`config.mk`:
```
export PLATFORM = sky130hd
export DESIGN_NAME = lsw_ctrl
export DESIGN_NICKNAME = d
export VERILOG_FILES = /design/src/common/lsw_pkg.sv /design/src/rtl/lsw_channel.sv /design/src/rtl/lsw_ctrl.sv
export SDC_FILE = /design/constraint.sdc
export NUM_CORES = 1
export LEC_CHECK = 0
export ABC_AREA = 0
export BUFFER_PORTS_ARGS = -buffer_cell sky130_fd_sc_hd__buf_2
export CAP_MARGIN = 10
export CELL_PAD_IN_SITES_DETAIL_PLACEMENT = 1
export CELL_PAD_IN_SITES_GLOBAL_PLACEMENT = 2
export CORE_UTILIZATION = 37
export DETAILED_ROUTE_END_ITERATION = 8
export GPL_ROUTABILITY_DRIVEN = 0
export PLACE_DENSITY_LB_ADDON = 0.1
export SYNTH_ARGS = -nofsm -noshare
export SYNTH_HDL_FRONTEND = slang
export SYNTH_SLANG_ARGS = --single-unit
```
`constraint.sdc`:
```
create_clock -name core_clk -period 2.1 [get_ports core_clk]
set_input_delay 0.105 -clock core_clk [delete_from_list [all_inputs] [get_ports core_clk]]
set_output_delay 0.105 -clock core_clk [all_outputs]
set_load 0.02 [all_outputs]
```
`src/common/lsw_pkg.sv`:
```
// Shared constants, carrier structs and state types for the low-side switch control block.
// Assumes a single 100 MHz core clock; all time figures are converted to cycles here.
package lsw_pkg;

  // ----------------------------------------------------------------
  // Sizes and bit positions
  // ----------------------------------------------------------------
  localparam int NUM_CH = 8;
  localparam int NUM_SER_CH = 6;
  localparam int CMD_W = 8;
  localparam int OPEN_EN_LO_BIT = 6;
  localparam int OPEN_EN_HI_BIT = 7;
  localparam int OPEN_EN_SPLIT_CH = 3;

  // ----------------------------------------------------------------
  // Reset values and frame length
  // ----------------------------------------------------------------
  localparam logic [7:0] CMD_RESET = 8'h00;
  localparam logic [7:0] FAULT_RESET = 8'h00;
  localparam logic [3:0] BITS_PER_READ = 4'h8;

  // ----------------------------------------------------------------
  // Timing
  // ----------------------------------------------------------------
  typedef logic [17:0] cnt_t;
  localparam int CLK_PERIOD_NS = 10;
  localparam int T_SS_US = 20;
  localparam int T_MASK_US = 10;
  localparam int T_REFRESH_US = 2000;
  localparam cnt_t SS_CYC = cnt_t'((T_SS_US * 1000 + CLK_PERIOD_NS - 1) / CLK_PERIOD_NS);
  localparam cnt_t MASK_CYC = cnt_t'((T_MASK_US * 1000 + CLK_PERIOD_NS - 1) / CLK_PERIOD_NS);
  localparam cnt_t REFRESH_CYC_DFLT =
    cnt_t'((T_REFRESH_US * 1000 + CLK_PERIOD_NS - 1) / CLK_PERIOD_NS);

  // ----------------------------------------------------------------
  // Carriers
  // ----------------------------------------------------------------
  typedef struct packed {
    logic small_in_b;
    logic small_in_a;
    logic par_in_ch5;
    logic par_in_ch4;
    logic par_in_ch3;
    logic par_in_ch2;
    logic par_in_ch1;
    logic par_in_ch0;
  } par_in_s;

  typedef struct packed {
    logic small_sw_out_b;
    logic small_sw_out_a;
    logic sw_out_ch5;
    logic sw_out_ch4;
    logic sw_out_ch3;
    logic sw_out_ch2;
    logic sw_out_ch1;
    logic sw_out_ch0;
  } sw_out_s;

  typedef struct packed {
    logic sclk;
    logic cs_n;
    logic si;
    logic par_mode;
    logic global_short;
    par_in_s par;
    logic [7:0] cur_lim;
    logic [7:0] open_det;
  } pin_in_s;

  localparam int PIN_W = $bits(pin_in_s);
  localparam pin_in_s PIN_IDLE = pin_in_s'({1'b0, 1'b1, {(PIN_W - 2){1'b0}}});

  typedef enum logic [1:0] {CH_OFF, CH_ON, CH_LIMIT, CH_RETRY} ch_state_e;

endpackage : lsw_pkg

```
`src/rtl/lsw_channel.sv`:
```
// One switch channel: current-limit sense, retry duty cycle and open-load masking.
// Assumes cur_lim and open_det are already synchronised to core_clk.
`timescale 1ns/1ps
`default_nettype none
module lsw_channel #(
  parameter lsw_pkg::cnt_t REFRESH_CYC = lsw_pkg::REFRESH_CYC_DFLT
) (
  input wire logic core_clk,
  input wire logic reset_n,
  input wire logic on_req,
  input wire logic cur_lim,
  input wire logic open_det,
  input wire logic open_on_en,
  output logic drive,
  output logic fault_now
);
  import lsw_pkg::*;

  ch_state_e state_r;
  cnt_t sense_cnt_r;
  cnt_t open_cnt_r;
  logic short_r;
  logic open_flt_r;
  logic open_cond;

  // ----------------------------------------------------------------
  // Switch state and retry timing
  // ----------------------------------------------------------------
  always_ff @(posedge core_clk or negedge reset_n) begin
    if (!reset_n) begin
      state_r <= CH_OFF;
      sense_cnt_r <= '0;
    end else if (!on_req) begin
      state_r <= CH_OFF;
      sense_cnt_r <= '0;
    end else begin
      case (state_r)
        CH_OFF: begin
          state_r <= CH_ON;
          sense_cnt_r <= '0;
        end
        CH_ON: begin
          if (cur_lim) begin
            state_r <= CH_LIMIT;
          end
          sense_cnt_r <= '0;
        end
        CH_LIMIT: begin
          if (!cur_lim) begin
            state_r <= CH_ON;
            sense_cnt_r <= '0;
          end else if (sense_cnt_r == SS_CYC - 1) begin
            state_r <= CH_RETRY;
            sense_cnt_r <= '0;
          end else begin
            sense_cnt_r <= sense_cnt_r + 1'b1;
          end
        end
        CH_RETRY: begin
          if (sense_cnt_r == REFRESH_CYC - 1) begin
            state_r <= CH_ON;
            sense_cnt_r <= '0;
          end else begin
            sense_cnt_r <= sense_cnt_r + 1'b1;
          end
        end
        default: begin
          state_r <= CH_OFF;
          sense_cnt_r <= '0;
        end
      endcase
    end
  end

  // ----------------------------------------------------------------
  // Fault levels
  // ----------------------------------------------------------------
  always_ff @(posedge core_clk or negedge reset_n) begin
    if (!reset_n) begin
      short_r <= 1'b0;
    end else if (state_r == CH_LIMIT && cur_lim && sense_cnt_r == SS_CYC - 1) begin
      short_r <= on_req;
    end else if (!on_req || (state_r == CH_ON && !cur_lim)) begin
      short_r <= 1'b0;
    end
  end

  assign open_cond = open_det && (!on_req || open_on_en);

  always_ff @(posedge core_clk or negedge reset_n) begin
    if (!reset_n) begin
      open_cnt_r <= '0;
      open_flt_r <= 1'b0;
    end else if (!open_cond) begin
      open_cnt_r <= '0;
      open_flt_r <= 1'b0;
    end else if (open_cnt_r == MASK_CYC - 1) begin
      open_flt_r <= 1'b1;
    end else begin
      open_cnt_r <= open_cnt_r + 1'b1;
    end
  end

  assign drive = (state_r == CH_ON) || (state_r == CH_LIMIT);
  assign fault_now = short_r || open_flt_r;
endmodule : lsw_channel
`default_nettype wire

```
`src/rtl/lsw_ctrl.sv`:
```
// Serial and parallel control of a six plus two channel low-side switch, with fault register.
// Assumes all pins are asynchronous to core_clk and are double-synchronised here; SCLK is
// sampled well above its own rate. The so pin wire is resolved outside from so_o and so_oe.
`timescale 1ns/1ps
`default_nettype none
module lsw_ctrl #(
  parameter lsw_pkg::cnt_t REFRESH_CYC = lsw_pkg::REFRESH_CYC_DFLT
) (
  input wire logic core_clk,
  input wire logic reset_n,
  input wire lsw_pkg::pin_in_s pins,
  output logic so_o,
  output logic so_oe,
  output lsw_pkg::sw_out_s sw_out,
  output logic [7:0] fault_status,
  output logic [7:0] cmd_latched
);
  import lsw_pkg::*;

  // ----------------------------------------------------------------
  // Pin synchronisers and edge detect
  // ----------------------------------------------------------------
  pin_in_s meta_r;
  pin_in_s pin_r;
  logic sclk_d_r;
  logic cs_n_d_r;
  logic sclk_rise;
  logic sclk_fall;
  logic cs_fall;
  logic cs_rise;
  logic selected;

  always_ff @(posedge core_clk or negedge reset_n) begin
    if (!reset_n) begin
      meta_r <= PIN_IDLE;
      pin_r <= PIN_IDLE;
    end else begin
      meta_r <= pins;
      pin_r <= meta_r;
    end
  end

  always_ff @(posedge core_clk or negedge reset_n) begin
    if (!reset_n) begin
      sclk_d_r <= 1'b0;
      cs_n_d_r <= 1'b1;
    end else begin
      sclk_d_r <= pin_r.sclk;
      cs_n_d_r <= pin_r.cs_n;
    end
  end

  // Edges appear in the same cycle the synchronised level moves
  assign sclk_rise = pin_r.sclk && !sclk_d_r;
  assign sclk_fall = !pin_r.sclk && sclk_d_r;
  assign cs_fall = !pin_r.cs_n && cs_n_d_r;
  assign cs_rise = pin_r.cs_n && !cs_n_d_r;
  assign selected = !pin_r.cs_n;

  // ----------------------------------------------------------------
  // Serial shift path
  // ----------------------------------------------------------------
  logic [7:0] shift_r;
  logic [7:0] fault_r;
  logic [7:0] cmd_r;
  logic [3:0] bit_cnt_r;
  logic so_r;
  logic read_done;

  always_ff @(posedge core_clk or negedge reset_n) begin
    if (!reset_n) begin
      shift_r <= CMD_RESET;
    end else if (cs_fall) begin
      shift_r <= fault_r;
    end else if (selected && sclk_rise) begin
      shift_r <= {shift_r[6:0], pin_r.si};
    end
  end

  // Outgoing bit changes on falling SCLK so the next stage samples it stable
  always_ff @(posedge core_clk or negedge reset_n) begin
    if (!reset_n) begin
      so_r <= 1'b0;
    end else if (cs_fall) begin
      so_r <= fault_r[7];
    end else if (selected && sclk_fall) begin
      so_r <= shift_r[7];
    end
  end

  always_ff @(posedge core_clk or negedge reset_n) begin
    if (!reset_n) begin
      bit_cnt_r <= '0;
    end else if (cs_fall) begin
      bit_cnt_r <= '0;
    end else if (selected && sclk_rise && bit_cnt_r != BITS_PER_READ) begin
      bit_cnt_r <= bit_cnt_r + 1'b1;
    end
  end

  assign read_done = (bit_cnt_r == BITS_PER_READ);

  // Last eight bits received become the command, even in parallel mode
  always_ff @(posedge core_clk or negedge reset_n) begin
    if (!reset_n) begin
      cmd_r <= CMD_RESET;
    end else if (cs_rise) begin
      cmd_r <= shift_r;
    end
  end

  assign so_o = so_r;
  assign so_oe = selected && !pin_r.par_mode;

  // ----------------------------------------------------------------
  // Fault register
  // ----------------------------------------------------------------
  logic [7:0] fault_now;

  // New faults win over the clear at the end of a read
  always_ff @(posedge core_clk or negedge reset_n) begin
    if (!reset_n) begin
      fault_r <= FAULT_RESET;
    end else if (cs_rise) begin
      fault_r <= fault_now | (read_done ? 8'h00 : fault_r);
    end else if (!selected) begin
      fault_r <= fault_r | fault_now;
    end
  end

  // ----------------------------------------------------------------
  // Channel requests
  // ----------------------------------------------------------------
  logic [7:0] on_req;
  logic [7:0] par_v;
  logic [7:0] open_on_en;
  logic [7:0] drive;

  assign par_v = pin_r.par;

  always_comb begin
    on_req = 8'h00;
    if (pin_r.global_short) begin
      on_req = 8'h00;
    end else if (pin_r.par_mode) begin
      for (int k = 0; k < NUM_SER_CH / 2; k++) begin
        on_req[2 * k] = par_v[2 * k] && par_v[2 * k + 1];
        on_req[2 * k + 1] = par_v[2 * k] && par_v[2 * k + 1];
      end
    end else begin
      on_req[NUM_SER_CH - 1:0] = cmd_r[NUM_SER_CH - 1:0] | par_v[NUM_SER_CH - 1:0];
      on_req[NUM_CH - 1:NUM_SER_CH] = par_v[NUM_CH - 1:NUM_SER_CH];
    end
  end

  always_comb begin
    open_on_en = 8'h00;
    for (int c = 0; c < NUM_SER_CH; c++) begin
      open_on_en[c] = (c < OPEN_EN_SPLIT_CH) ? cmd_r[OPEN_EN_LO_BIT]
        : cmd_r[OPEN_EN_HI_BIT];
    end
  end

  generate
    for (genvar g = 0; g < NUM_CH; g++) begin : g_ch
      lsw_channel #(
        .REFRESH_CYC(REFRESH_CYC)
      ) u_ch (
        .core_clk(core_clk),
        .reset_n(reset_n),
        .on_req(on_req[g]),
        .cur_lim(pin_r.cur_lim[g]),
        .open_det(pin_r.open_det[g]),
        .open_on_en(open_on_en[g]),
        .drive(drive[g]),
        .fault_now(fault_now[g])
      );
    end
  endgenerate

  // ----------------------------------------------------------------
  // Output registers
  // ----------------------------------------------------------------
  logic [7:0] sw_out_r;

  always_ff @(posedge core_clk or negedge reset_n) begin
    if (!reset_n) begin
      sw_out_r <= 8'h00;
    end else if (pin_r.global_short) begin
      sw_out_r <= 8'h00;
    end else begin
      sw_out_r <= drive;
    end
  end

  assign sw_out = sw_out_s'(sw_out_r);
  assign fault_status = fault_r;
  assign cmd_latched = cmd_r;
endmodule : lsw_ctrl
`default_nettype wire

```
; ---- Word-level counts from Yosys, hierarchy flattened
; Index checks and enable logic that the tools add are counted.
[word_totals]
register_bits = 417
input_bits = 31
output_inout_bits = 26
wordCells = 467
[op_classes]
add_sub_neg = 17
eq_ne = 90
n_mux = 149
bitwise = 3
n_reduce_logical = 130
[op_table]
columns = cell, count
row1 = $mux W18, 48
row2 = $pmux W18 S3, 8
row3 = $add A18 B1 Y18 const B, 16
row4 = $eq A18 B10 Y1 const B, 8
row5 = $eq A18 B11 Y1 const B, 8
row6 = $eq A18 B18 Y1 const B, 8
row7 = $mux W2, 41
row8 = $pmux W2 S4, 8
row9 = $mux W8, 7
row10 = $logic_and A1 B1 Y1, 43
row11 = $ne A4 B4 Y1 const B, 9
row12 = $mux W1, 34
row13 = $eq A2 B2 Y1 const B, 16
row14 = $ne A2 B2 Y1 const B, 16
row15 = $logic_or A1 B1 Y1, 30
row16 = $ne A3 B2 Y1 const B, 8
row17 = $ne A3 B3 Y1 const B, 8
row18 = $reduce_and A3 Y1, 8
row19 = $reduce_bool A2 Y1, 12
row20 = $logic_not A1 Y1, 21
row21 = $eq A2 B1 Y1 const B, 8
row22 = $logic_not A2 Y1, 8
row23 = $or A8 B8 Y8, 2
row24 = $reduce_or A2 Y1, 8
row25 = 5 further kinds, 6

; ---- Depth between registers and ports, before layout
; Gate-level depths: netlist of run 1.
[depth]
depth_word = 7
ltp_mapped = 7
depth_no_buf = 6

; ---- Hierarchy
; From an unflattened synthesis of run 1, not the netlist that was laid out.
[unflattened]
hier_cells = 1905
area_unflattened_um2 = 20044.2
[by_module_without_submodules]
columns = module, instances, cells_each, area_each_um2, seq_area_each_um2
row1 = lsw_channel (g_ch[0].u_ch ...), 6, 214, 2128.3, 1001.0
row2 = lsw_ctrl, 1, 194, 3166.8, 2431.1
row3 = lsw_channel (g_ch[7].u_ch), 1, 216, 2074.5, 1001.0
row4 = lsw_channel (g_ch[2].u_ch), 1, 211, 2033.2, 1001.0

; ---- Worst setup path after synthesis of run 1
; Ideal clock, no wire load.
[synth_timing]
kind = reg-to-reg
start = register g_ch[7].u_ch.sense_cnt_r[0]
end = register g_ch[7].u_ch.sense_cnt_r[10]
setup_time_ps = 132
t_arrival_ps = 1960
t_required_ps = 1968
slack_ps = 8
stages_incl_launch_ff = 8
n_path_buf = 1
synth_period_minus_slack_ps = 2092
path_cell_list = dfrtp_1 > ha_1 > nand3_1 > or3_1 > o21a_1 > o21bai_1 > clkbuf_1 > nor2_1
[synth_via]
elab_chain_cells = 5
word_cells_on_any_way = 8
cone_classes = add/sub: 1 / eq/ne: 2 / mux: 5
[synth_lines]
columns = element, line
row1 = "start, declared", lsw_channel.sv:20  ; cnt_t sense_cnt_r;
row2 = "start signal, assigned", lsw_channel.sv:56  ; sense_cnt_r <= sense_cnt_r + 1'b1;
row3 = "start signal, assigned", lsw_channel.sv:64  ; sense_cnt_r <= sense_cnt_r + 1'b1;
row4 = $add A18 B1 Y18 / $eq A18 B11 Y1 (equally long branches), "lsw_channel.sv:56, lsw_channel.sv:64, lsw_channel.sv:52"
row5 = $mux W18, lsw_channel.sv:52  ; end else if (sense_cnt_r == SS_CYC - 1) begin
row6 = $mux W18, lsw_channel.sv:49  ; if (!cur_lim) begin
row7 = $pmux W18 S3 (*), lsw_channel.sv:37  ; case (state_r)
row8 = $mux W18 (*), lsw_channel.sv:33  ; end else if (!on_req) begin
; Mark *: on every way between the ends. The rest lies on a longest branch, timed or not.
; A chain may end at the register's enable or synchronous reset.

; ---- Worst setup path in the final report of run 1
[layout_timing]
start = register g_ch[0].u_ch.sense_cnt_r[4]
end = register g_ch[0].u_ch.state_r[1]
[layout_via]
elab_chain_cells = 3
word_cells_on_any_way = 5
cone_classes = eq/ne: 4 / reduce/logical: 1
[layout_lines]
columns = element, line
row1 = "start, declared", lsw_channel.sv:20
row2 = "start signal, assigned", lsw_channel.sv:56
row3 = "start signal, assigned", lsw_channel.sv:64
row4 = $eq A18 B11 Y1 / $eq A18 B18 Y1 (equally long branches), "lsw_channel.sv:52, lsw_channel.sv:60"
row5 = $ne A4 B4 Y1 (no source line) / $ne A3 B2 Y1 (equally long branches), n/a
row6 = $reduce_and A3 Y1 (no source line) (*), n/a
row7 = "end signal, assigned", lsw_channel.sv:50  ; state_r <= CH_ON;
row8 = "end signal, assigned", lsw_channel.sv:53  ; state_r <= CH_RETRY;
row9 = "end signal, assigned", lsw_channel.sv:61  ; state_r <= CH_ON;
row10 = "end, declared", lsw_channel.sv:19  ; ch_state_e state_r;
; Marked as above.

==> out/results.txt, run 1 <==
Iter 0 DRT Violations: 587
Reg2Reg Depth: 4
Die H: 230 um
fin util: 0.466
Clock Latency Late Sink: 590 ps
Die Wd: 230 um
Routed WL: 45600 um
period utilization: 0.979
CTS sink cnt: 417
Cells after Synth: 1893
Post-Syn Nets: 1974
ANT cells: 0
Final Hold Viols: 0
CP peak stage delay: 550 ps
initial antenna violation count: 1
Multi-input gate area: 8680 um^2
cell leakage power: 10.2 nW
Critical Path RT: 2610 ps
end of the worst register-to-register path: g_ch[0].u_ch.state_r[1]
top_reg_cell synth: dfrtp_1
Achievable Freq: 486 MHz
io pins: 57
worst slack, placed: -45.1 ps
FP Rows: 83
Layout Nets: 2230
placed insts: 2733
DRC: 0
PD cells: 769 nW/um^2
post-route cell area: 23900 um^2
Placed Area: 21400 um^2
synth-to-layout area growth: 24.2%
Final WS setup: 43.4 ps
first-pass GRT wire length: 77700 um
share of cells above drive strength 1: 0.162
r2r setup slk: 40 ps
Crit. End Element: flip-flop
Layout fillers: 5676
worst ir drop on vdd: 0.646 mV
Async SR Flop Fraction: 1.00
top-count cell post-synth: dfrtp_1
Netlist Area Pre-Place: 19200 um^2
total grt overflow: 0
max-slew violations: 0
antenna viol nets, final: 0
skew final: 22.8 ps
register area share after synthesis: 0.543
via count of the routed design: 14346
CTS tree: built
Die ar.: 52900 um^2
post-synth top area share: 0.539
post-route insts no fill: 2868
most area-consuming cells after synthesis: dfrtp_1 54%, nor2_1 7.3%, xor2_1 5.7%
slowest cell on the critical path: or4_4
MaxCap Viol Count: 0
Final min period: 2060 ps
Slew @ Worst Pin: 584 ps
FF/Latch Area: 10400 um^2
total core area: 51300 um^2
Worst EP arrival: 2570 ps
TritonRoute pass-1 iters: 4
average size of a mapped cell: 10.2 um^2
Clock Tree Buf Depth: 3
vias per std cell: 5.00
clock-pin slew on the worst setup and hold paths: 60 ps
Yosys Warn Count: 0
EDFF count, synth: 0
vias in the first global route: 15283
max_slew headroom: 0.608
number of I/O port buffers: 56
Netlist cell types: 57
largest net degree at the start of global routing: 76
commonest cells in the netlist: 414 x dfrtp_1, 375 x nor2_1, 127 x nand2_1
CTS Buf Count: 50
unrepaired setup endpoints after global routing: true
area leader, netlist: dfrtp_1
Worst setup SP type: flip-flop
post-detail-place hpwl: 31500 um
CTS root buffer: clkbuf_16
startpoint of the worst register-to-register path: g_ch[0].u_ch.sense_cnt_r[4]
synthesized flop and latch total: 417
Final setup violation count: 0
Hold/Removal Path Class: input pin to async pin
crit path cell chain: or4_4 -> o41a_1 -> or4_1 -> a21oi_2
setup TNS: 0 ps
CTS H-tree lvls: 2
Total Routing Usage GR: 0.178
critical path peak fanout: 2
initial core utilization: 0.375
WL per Instance: 15.9 um
status: finished, final reports clean
CP Class: flip-flop to flip-flop
-- how the worst max path moves through the flow --
stage,from,endpoint,cells past startpoint
floorplan,g_ch[7].u_ch.sense_cnt_r[0],g_ch[7].u_ch.sense_cnt_r[10],7
global placement,g_ch[5].u_ch.sense_cnt_r[4],g_ch[5].u_ch.state_r[1],4
detailed placement,g_ch[5].u_ch.sense_cnt_r[4],g_ch[5].u_ch.state_r[1],4
CTS,g_ch[6].u_ch.sense_cnt_r[15],g_ch[6].u_ch.state_r[1],5
global route,g_ch[1].u_ch.sense_cnt_r[0],g_ch[1].u_ch.state_r[1],6
finish,g_ch[0].u_ch.sense_cnt_r[4],g_ch[0].u_ch.state_r[1],4
-- registers in the layout, summed over array words and instances, names as in the netlist --
name	count
g_ch.u_ch.open_cnt_r	144
g_ch.u_ch.sense_cnt_r	144
meta_r	29
pin_r	21
g_ch.u_ch.state_r	16
cmd_latched	8
fault_status	8
g_ch.u_ch.open_flt_r	8
g_ch.u_ch.short_r	8
par_v	8
shift_r	8
sw_out	8
bit_cnt_r	4
cs_n_d_r	1
sclk_d_r	1
so_o	1
-- critical path: cells and delay by family (launching register included) --
kind	cells	cell delay, ps
compound gates	2	520
flops	1	390
simple gates	2	1090
-- per-stage QoR --
stage	power (mW)	hold slack, ps
after floorplan	8.64	-191
after global placement	9.05	38.9
after detailed placement	9.06	36.5
after CTS	18.7	0.547
after global routing	19.1	24.5
final	18.4	18.0
-- metal layers --
metal | global-route usage | up-vias | wire (um)
met1 | 0.249 | 7152 | 22100
li1 | - | 6989 | -
met3 | 0.0246 | 59 | 1330
met2 | 0.286 | 146 | 21300
met4 | 0.0524 | 0 | 906
met5 | 0 | - | 0
-- cell families (layout without fill, tap and decap cells) --
family	count (synthesis)	after routing	synth area share
compound gates	149	149	0.0500
xor+xnor	248	248	0.113
fa+ha+maj	50	50	0.0325
buf+inv	86	381	0.0176
flops	417	417	0.543
mux	24	24	0.0130
simple gates	919	919	0.231
-- what timing repair did --
item,CTS,global route
buffers inserted,3,9
gates resized for setup,5,44
pin swaps,5,15
setup endpoints to repair,4,62
hold buffers,31,0
cloned,0,1
endpoints found under the hold margin,443,0
-- area by class of cell --
type	instances	share of cell area
clock buffers	71	0.0603
clock inverters	20	0.0151
inverters	59	0.00927
multi-input cells	1390	0.363
flip-flops and latches	417	0.437
well taps	680	0.0356
repair buffers	231	0.0790
-- cell usage in the layout, fill, tap and decap left out, types with 7 or more instances in the layout --
master	instances
a21oi_1	33
and2_1	11
and3_1	35
and4_1	10
and4b_1	7
buf_12	15
buf_2	55
buf_4	128
bufinv_16	10
clkbuf_1	11
clkbuf_16	52
clkbuf_8	9
clkinv_2	7
dfrtp_1	412
dlygate4sd3_1	31
ha_1	47
inv_1	59
mux2_2	8
mux2i_1	16
nand2_1	126
nand3_1	120
nand4_1	45
nor2_1	373
nor3_1	50
nor3b_1	8
nor4_1	32
nor4_2	11
o21a_1	8
o21ai_0	42
o21ai_1	7
o21bai_1	8
or3_1	21
or4_1	12
or4_4	7
xnor2_1	123
xor2_1	125
-- where the power goes --
part           internal, mW  switching, mW
registers              8.16          0.101
logic                 0.263          0.423
clock network          5.99           3.42
(Power assumes the default switching activity.)
==> inputs of run 2 (changes only) <==
--- a/config.mk
+++ b/config.mk
@@ -14,6 +14,7 @@
 export DETAILED_ROUTE_END_ITERATION = 8
 export GPL_ROUTABILITY_DRIVEN = 0
 export PLACE_DENSITY_LB_ADDON = 0.1
+export RECOVER_POWER = 25
 export SYNTH_ARGS = -nofsm -noshare
 export SYNTH_HDL_FRONTEND = slang
 export SYNTH_SLANG_ARGS = --single-unit
==> run 2 against run 1 <==
Effect of this change:
- combinational power shrank 2%
- critical path depth is the same
- first-iteration DRC count grew 1.7%
- highest routed layer unchanged
- flip-flop and latch count is the same
- non-clock buffer count is the same
- utilization shrank 0.12 points
- final cell count is the same
- die area is the same
- critical path type unchanged
- cell area shrank 0.25%
- via count is essentially flat
- total power is essentially flat
- count of clock-buffer cells in the layout is the same
==> out/results.txt, run 2 (synthesized netlist as in run 1, its figures left out) <==
commonest non-fill, non-tap cells in the layout: 412 x dfrtp_1, 373 x nor2_1, 126 x nand2_1, 126 x buf_4, 125 x xor2_1
antenna viol nets, final: 0 (unchanged)
total grt overflow: 0 (unchanged)
CTS H-tree lvls: 2 (unchanged)
CTS Buf Count: 50 (unchanged)
total power: 18.4 mW (about the same)
Layout fillers: 5686 (+0.18%)
largest net degree at the start of global routing: 76 (unchanged)
vias in the first global route: 15283 (unchanged)
Reg2Reg Depth: 4 (unchanged)
max-slew violations: 0 (unchanged)
period utilization: 0.979 (about the same)
TritonRoute pass-1 iters: 4 (unchanged)
placed insts: 2733 (unchanged)
Worst setup SP type: flip-flop
Routed WL: 45600 um (about the same)
Die H: 230 um (unchanged)
Combinational Power Share: 0.037 (about the same)
share of cells above drive strength 1: 0.160 (-0.00183)
most common cell after layout, fill and taps aside: dfrtp_1
switching share of power: 0.215 (+0.000507)
CTS sink cnt: 417 (unchanged)
Worst EP arrival: 2570 ps (about the same)
Die ar.: 52900 um^2 (unchanged)
CTS tree: built
first-pass GRT wire length: 77700 um (unchanged)
clock-pin slew on the worst setup and hold paths: 60 ps (about the same)
ANT cells: 0 (unchanged)
CTS root buffer: clkbuf_16
PD cells: 770 nW/um^2 (+0.23%)
worst slack, placed: -45.1 ps (unchanged)
Achievable Freq: 486 MHz (about the same)
skew final: 22.2 ps (-0.671 ps)
Hold/Removal Path Class: input pin to flip-flop
via count of the routed design: 14341 (-0.035%)
CP Class: flip-flop to flip-flop
post-detail-place hpwl: 31500 um (unchanged)
Clock Latency Late Sink: 590 ps (about the same)
initial antenna violation count: 1 (unchanged)
Die Wd: 230 um (unchanged)
synth-to-layout area growth: 23.9%
slowest cell on the critical path: or4_4
Critical Path RT: 2620 ps (about the same)
CP peak stage delay: 550 ps (about the same)
WL per Instance: 15.9 um (about the same)
io pins: 57 (unchanged)
DRC: 0 (unchanged)
Layout Nets: 2230 (unchanged)
WHS Endpoint: meta_r[24]
CP delay by family, top: simple AND/OR/NAND/NOR gates
switching power: 3.95 mW (+0.21%)
FP Rows: 83 (unchanged)
cell leakage power: 10.2 nW (-0.30%)
max_slew headroom: 0.226 (-0.382)
Final WS setup: 43.3 ps (-0.0992 ps)
P_int: 14.4 mW (about the same)
WHS: 156 ps (+138 ps)
HP Start: pins[24]
Crit. Startpoint: g_ch[0].u_ch.sense_cnt_r[4]
Clock Tree Buf Depth: 3 (unchanged)
status: finished, final reports clean
r2r setup slk: 40 ps (about the same)
crit path cell chain: or4_4 -> o41a_1 -> or4_1 -> a21oi_2
worst hold stages: 2
initial core utilization: 0.375 (unchanged)
vias per std cell: 5.00 (about the same)
post-route insts no fill: 2868 (unchanged)
Reg power frac: 0.450 (about the same)
top flop regs: g_ch.u_ch.open_cnt_r x144, g_ch.u_ch.sense_cnt_r x144, meta_r x29
Final Hold Viols: 0 (unchanged)
end of the worst register-to-register path: g_ch[0].u_ch.state_r[1]
total core area: 51300 um^2 (unchanged)
critical path peak fanout: 2 (unchanged)
WP buf/inv: 0 (unchanged)
Iter 0 DRT Violations: 597 (+1.7%)
Slew @ Worst Pin: 1160 ps (+578 ps)
MaxCap Viol Count: 0 (unchanged)
Final min period: 2060 ps (+0.0992 ps)
Crit. End Element: flip-flop
fin util: 0.464 (-0.00117)
unrepaired setup endpoints after global routing: true
number of I/O port buffers: 56 (unchanged)
startpoint of the worst register-to-register path: g_ch[0].u_ch.sense_cnt_r[4]
share of total power in the clock network: 0.513 (about the same)
Total Routing Usage GR: 0.178 (unchanged)
worst ir drop on vdd: 0.646 mV (about the same)
Final setup violation count: 0 (unchanged)
[run 2: worst max-delay path by stage]
stage / to / slack [ps] / depth (start not counted)
CTS: g_ch[6].u_ch.state_r[1] / 0.8 / 5
detailed placement: g_ch[5].u_ch.state_r[1] / -50 / 4
finish: g_ch[0].u_ch.state_r[1] / 40 / 4
global route: g_ch[1].u_ch.state_r[1] / -20 / 6
floorplan: g_ch[7].u_ch.sense_cnt_r[10] / 8 / 7
global placement: g_ch[5].u_ch.state_r[1] / 2 / 4
[run 2: per-stage QoR]
stage                     cell area, um^2  setup TNS [ps]
after floorplan                     19200               0
after detailed placement            21400           -48.6
after CTS                           23600               0
after global placement              21400               0
final                               23800               0
after global routing                23800           -70.9
[run 2: worst register-to-register path, delay by kind of cell, from the launching register on]
kind               cells  cell delay, ps
and+or+nand+nor        2            1090
AOI/OAI and AO/OA      2             520
DFF                    1             390
[run 2: repair_timing]
item                                    in CTS  in global routing
endpoints found under the hold margin      443                  0
setup buffers                                3                  9
endpoints found under the setup margin       4                 62
cloned                                       0                  1
pin swaps                                    5                 15
hold buffers                                31                  0
gates resized for setup                      5                 44
[run 2: power groups by stage]
stage	Sequential (mW)	Combinational, mW	Clock [mW]
6_report	8.26	0.672	9.42
5_1_grt	8.28	0.770	10.1
4_1_cts	8.26	0.707	9.74
3_5_place_dp	8.40	0.658	0
3_3_place_gp	8.40	0.646	0
2_1_floorplan	8.39	0.251	0
[run 2: metal layers]
layer	GRT usage	vias up	share of wire
met5	0	-	0
met4	0.0524	0	0.021
met3	0.0246	63	0.025
met2	0.286	146	0.47
met1	0.249	7142	0.49
li1	-	6990	-
[run 2: final cells by class]
cell class / instances / area [um^2] / share of cell area
tap: 680 / 851 / 0.0357
clock inverter: 20 / 362 / 0.0152
multi-input combinational: 1390 / 8680 / 0.364
inverter: 59 / 221 / 0.00930
timing repair buffer: 231 / 1830 / 0.0767
clock buffer: 71 / 1440 / 0.0605
sequential: 417 / 10400 / 0.438
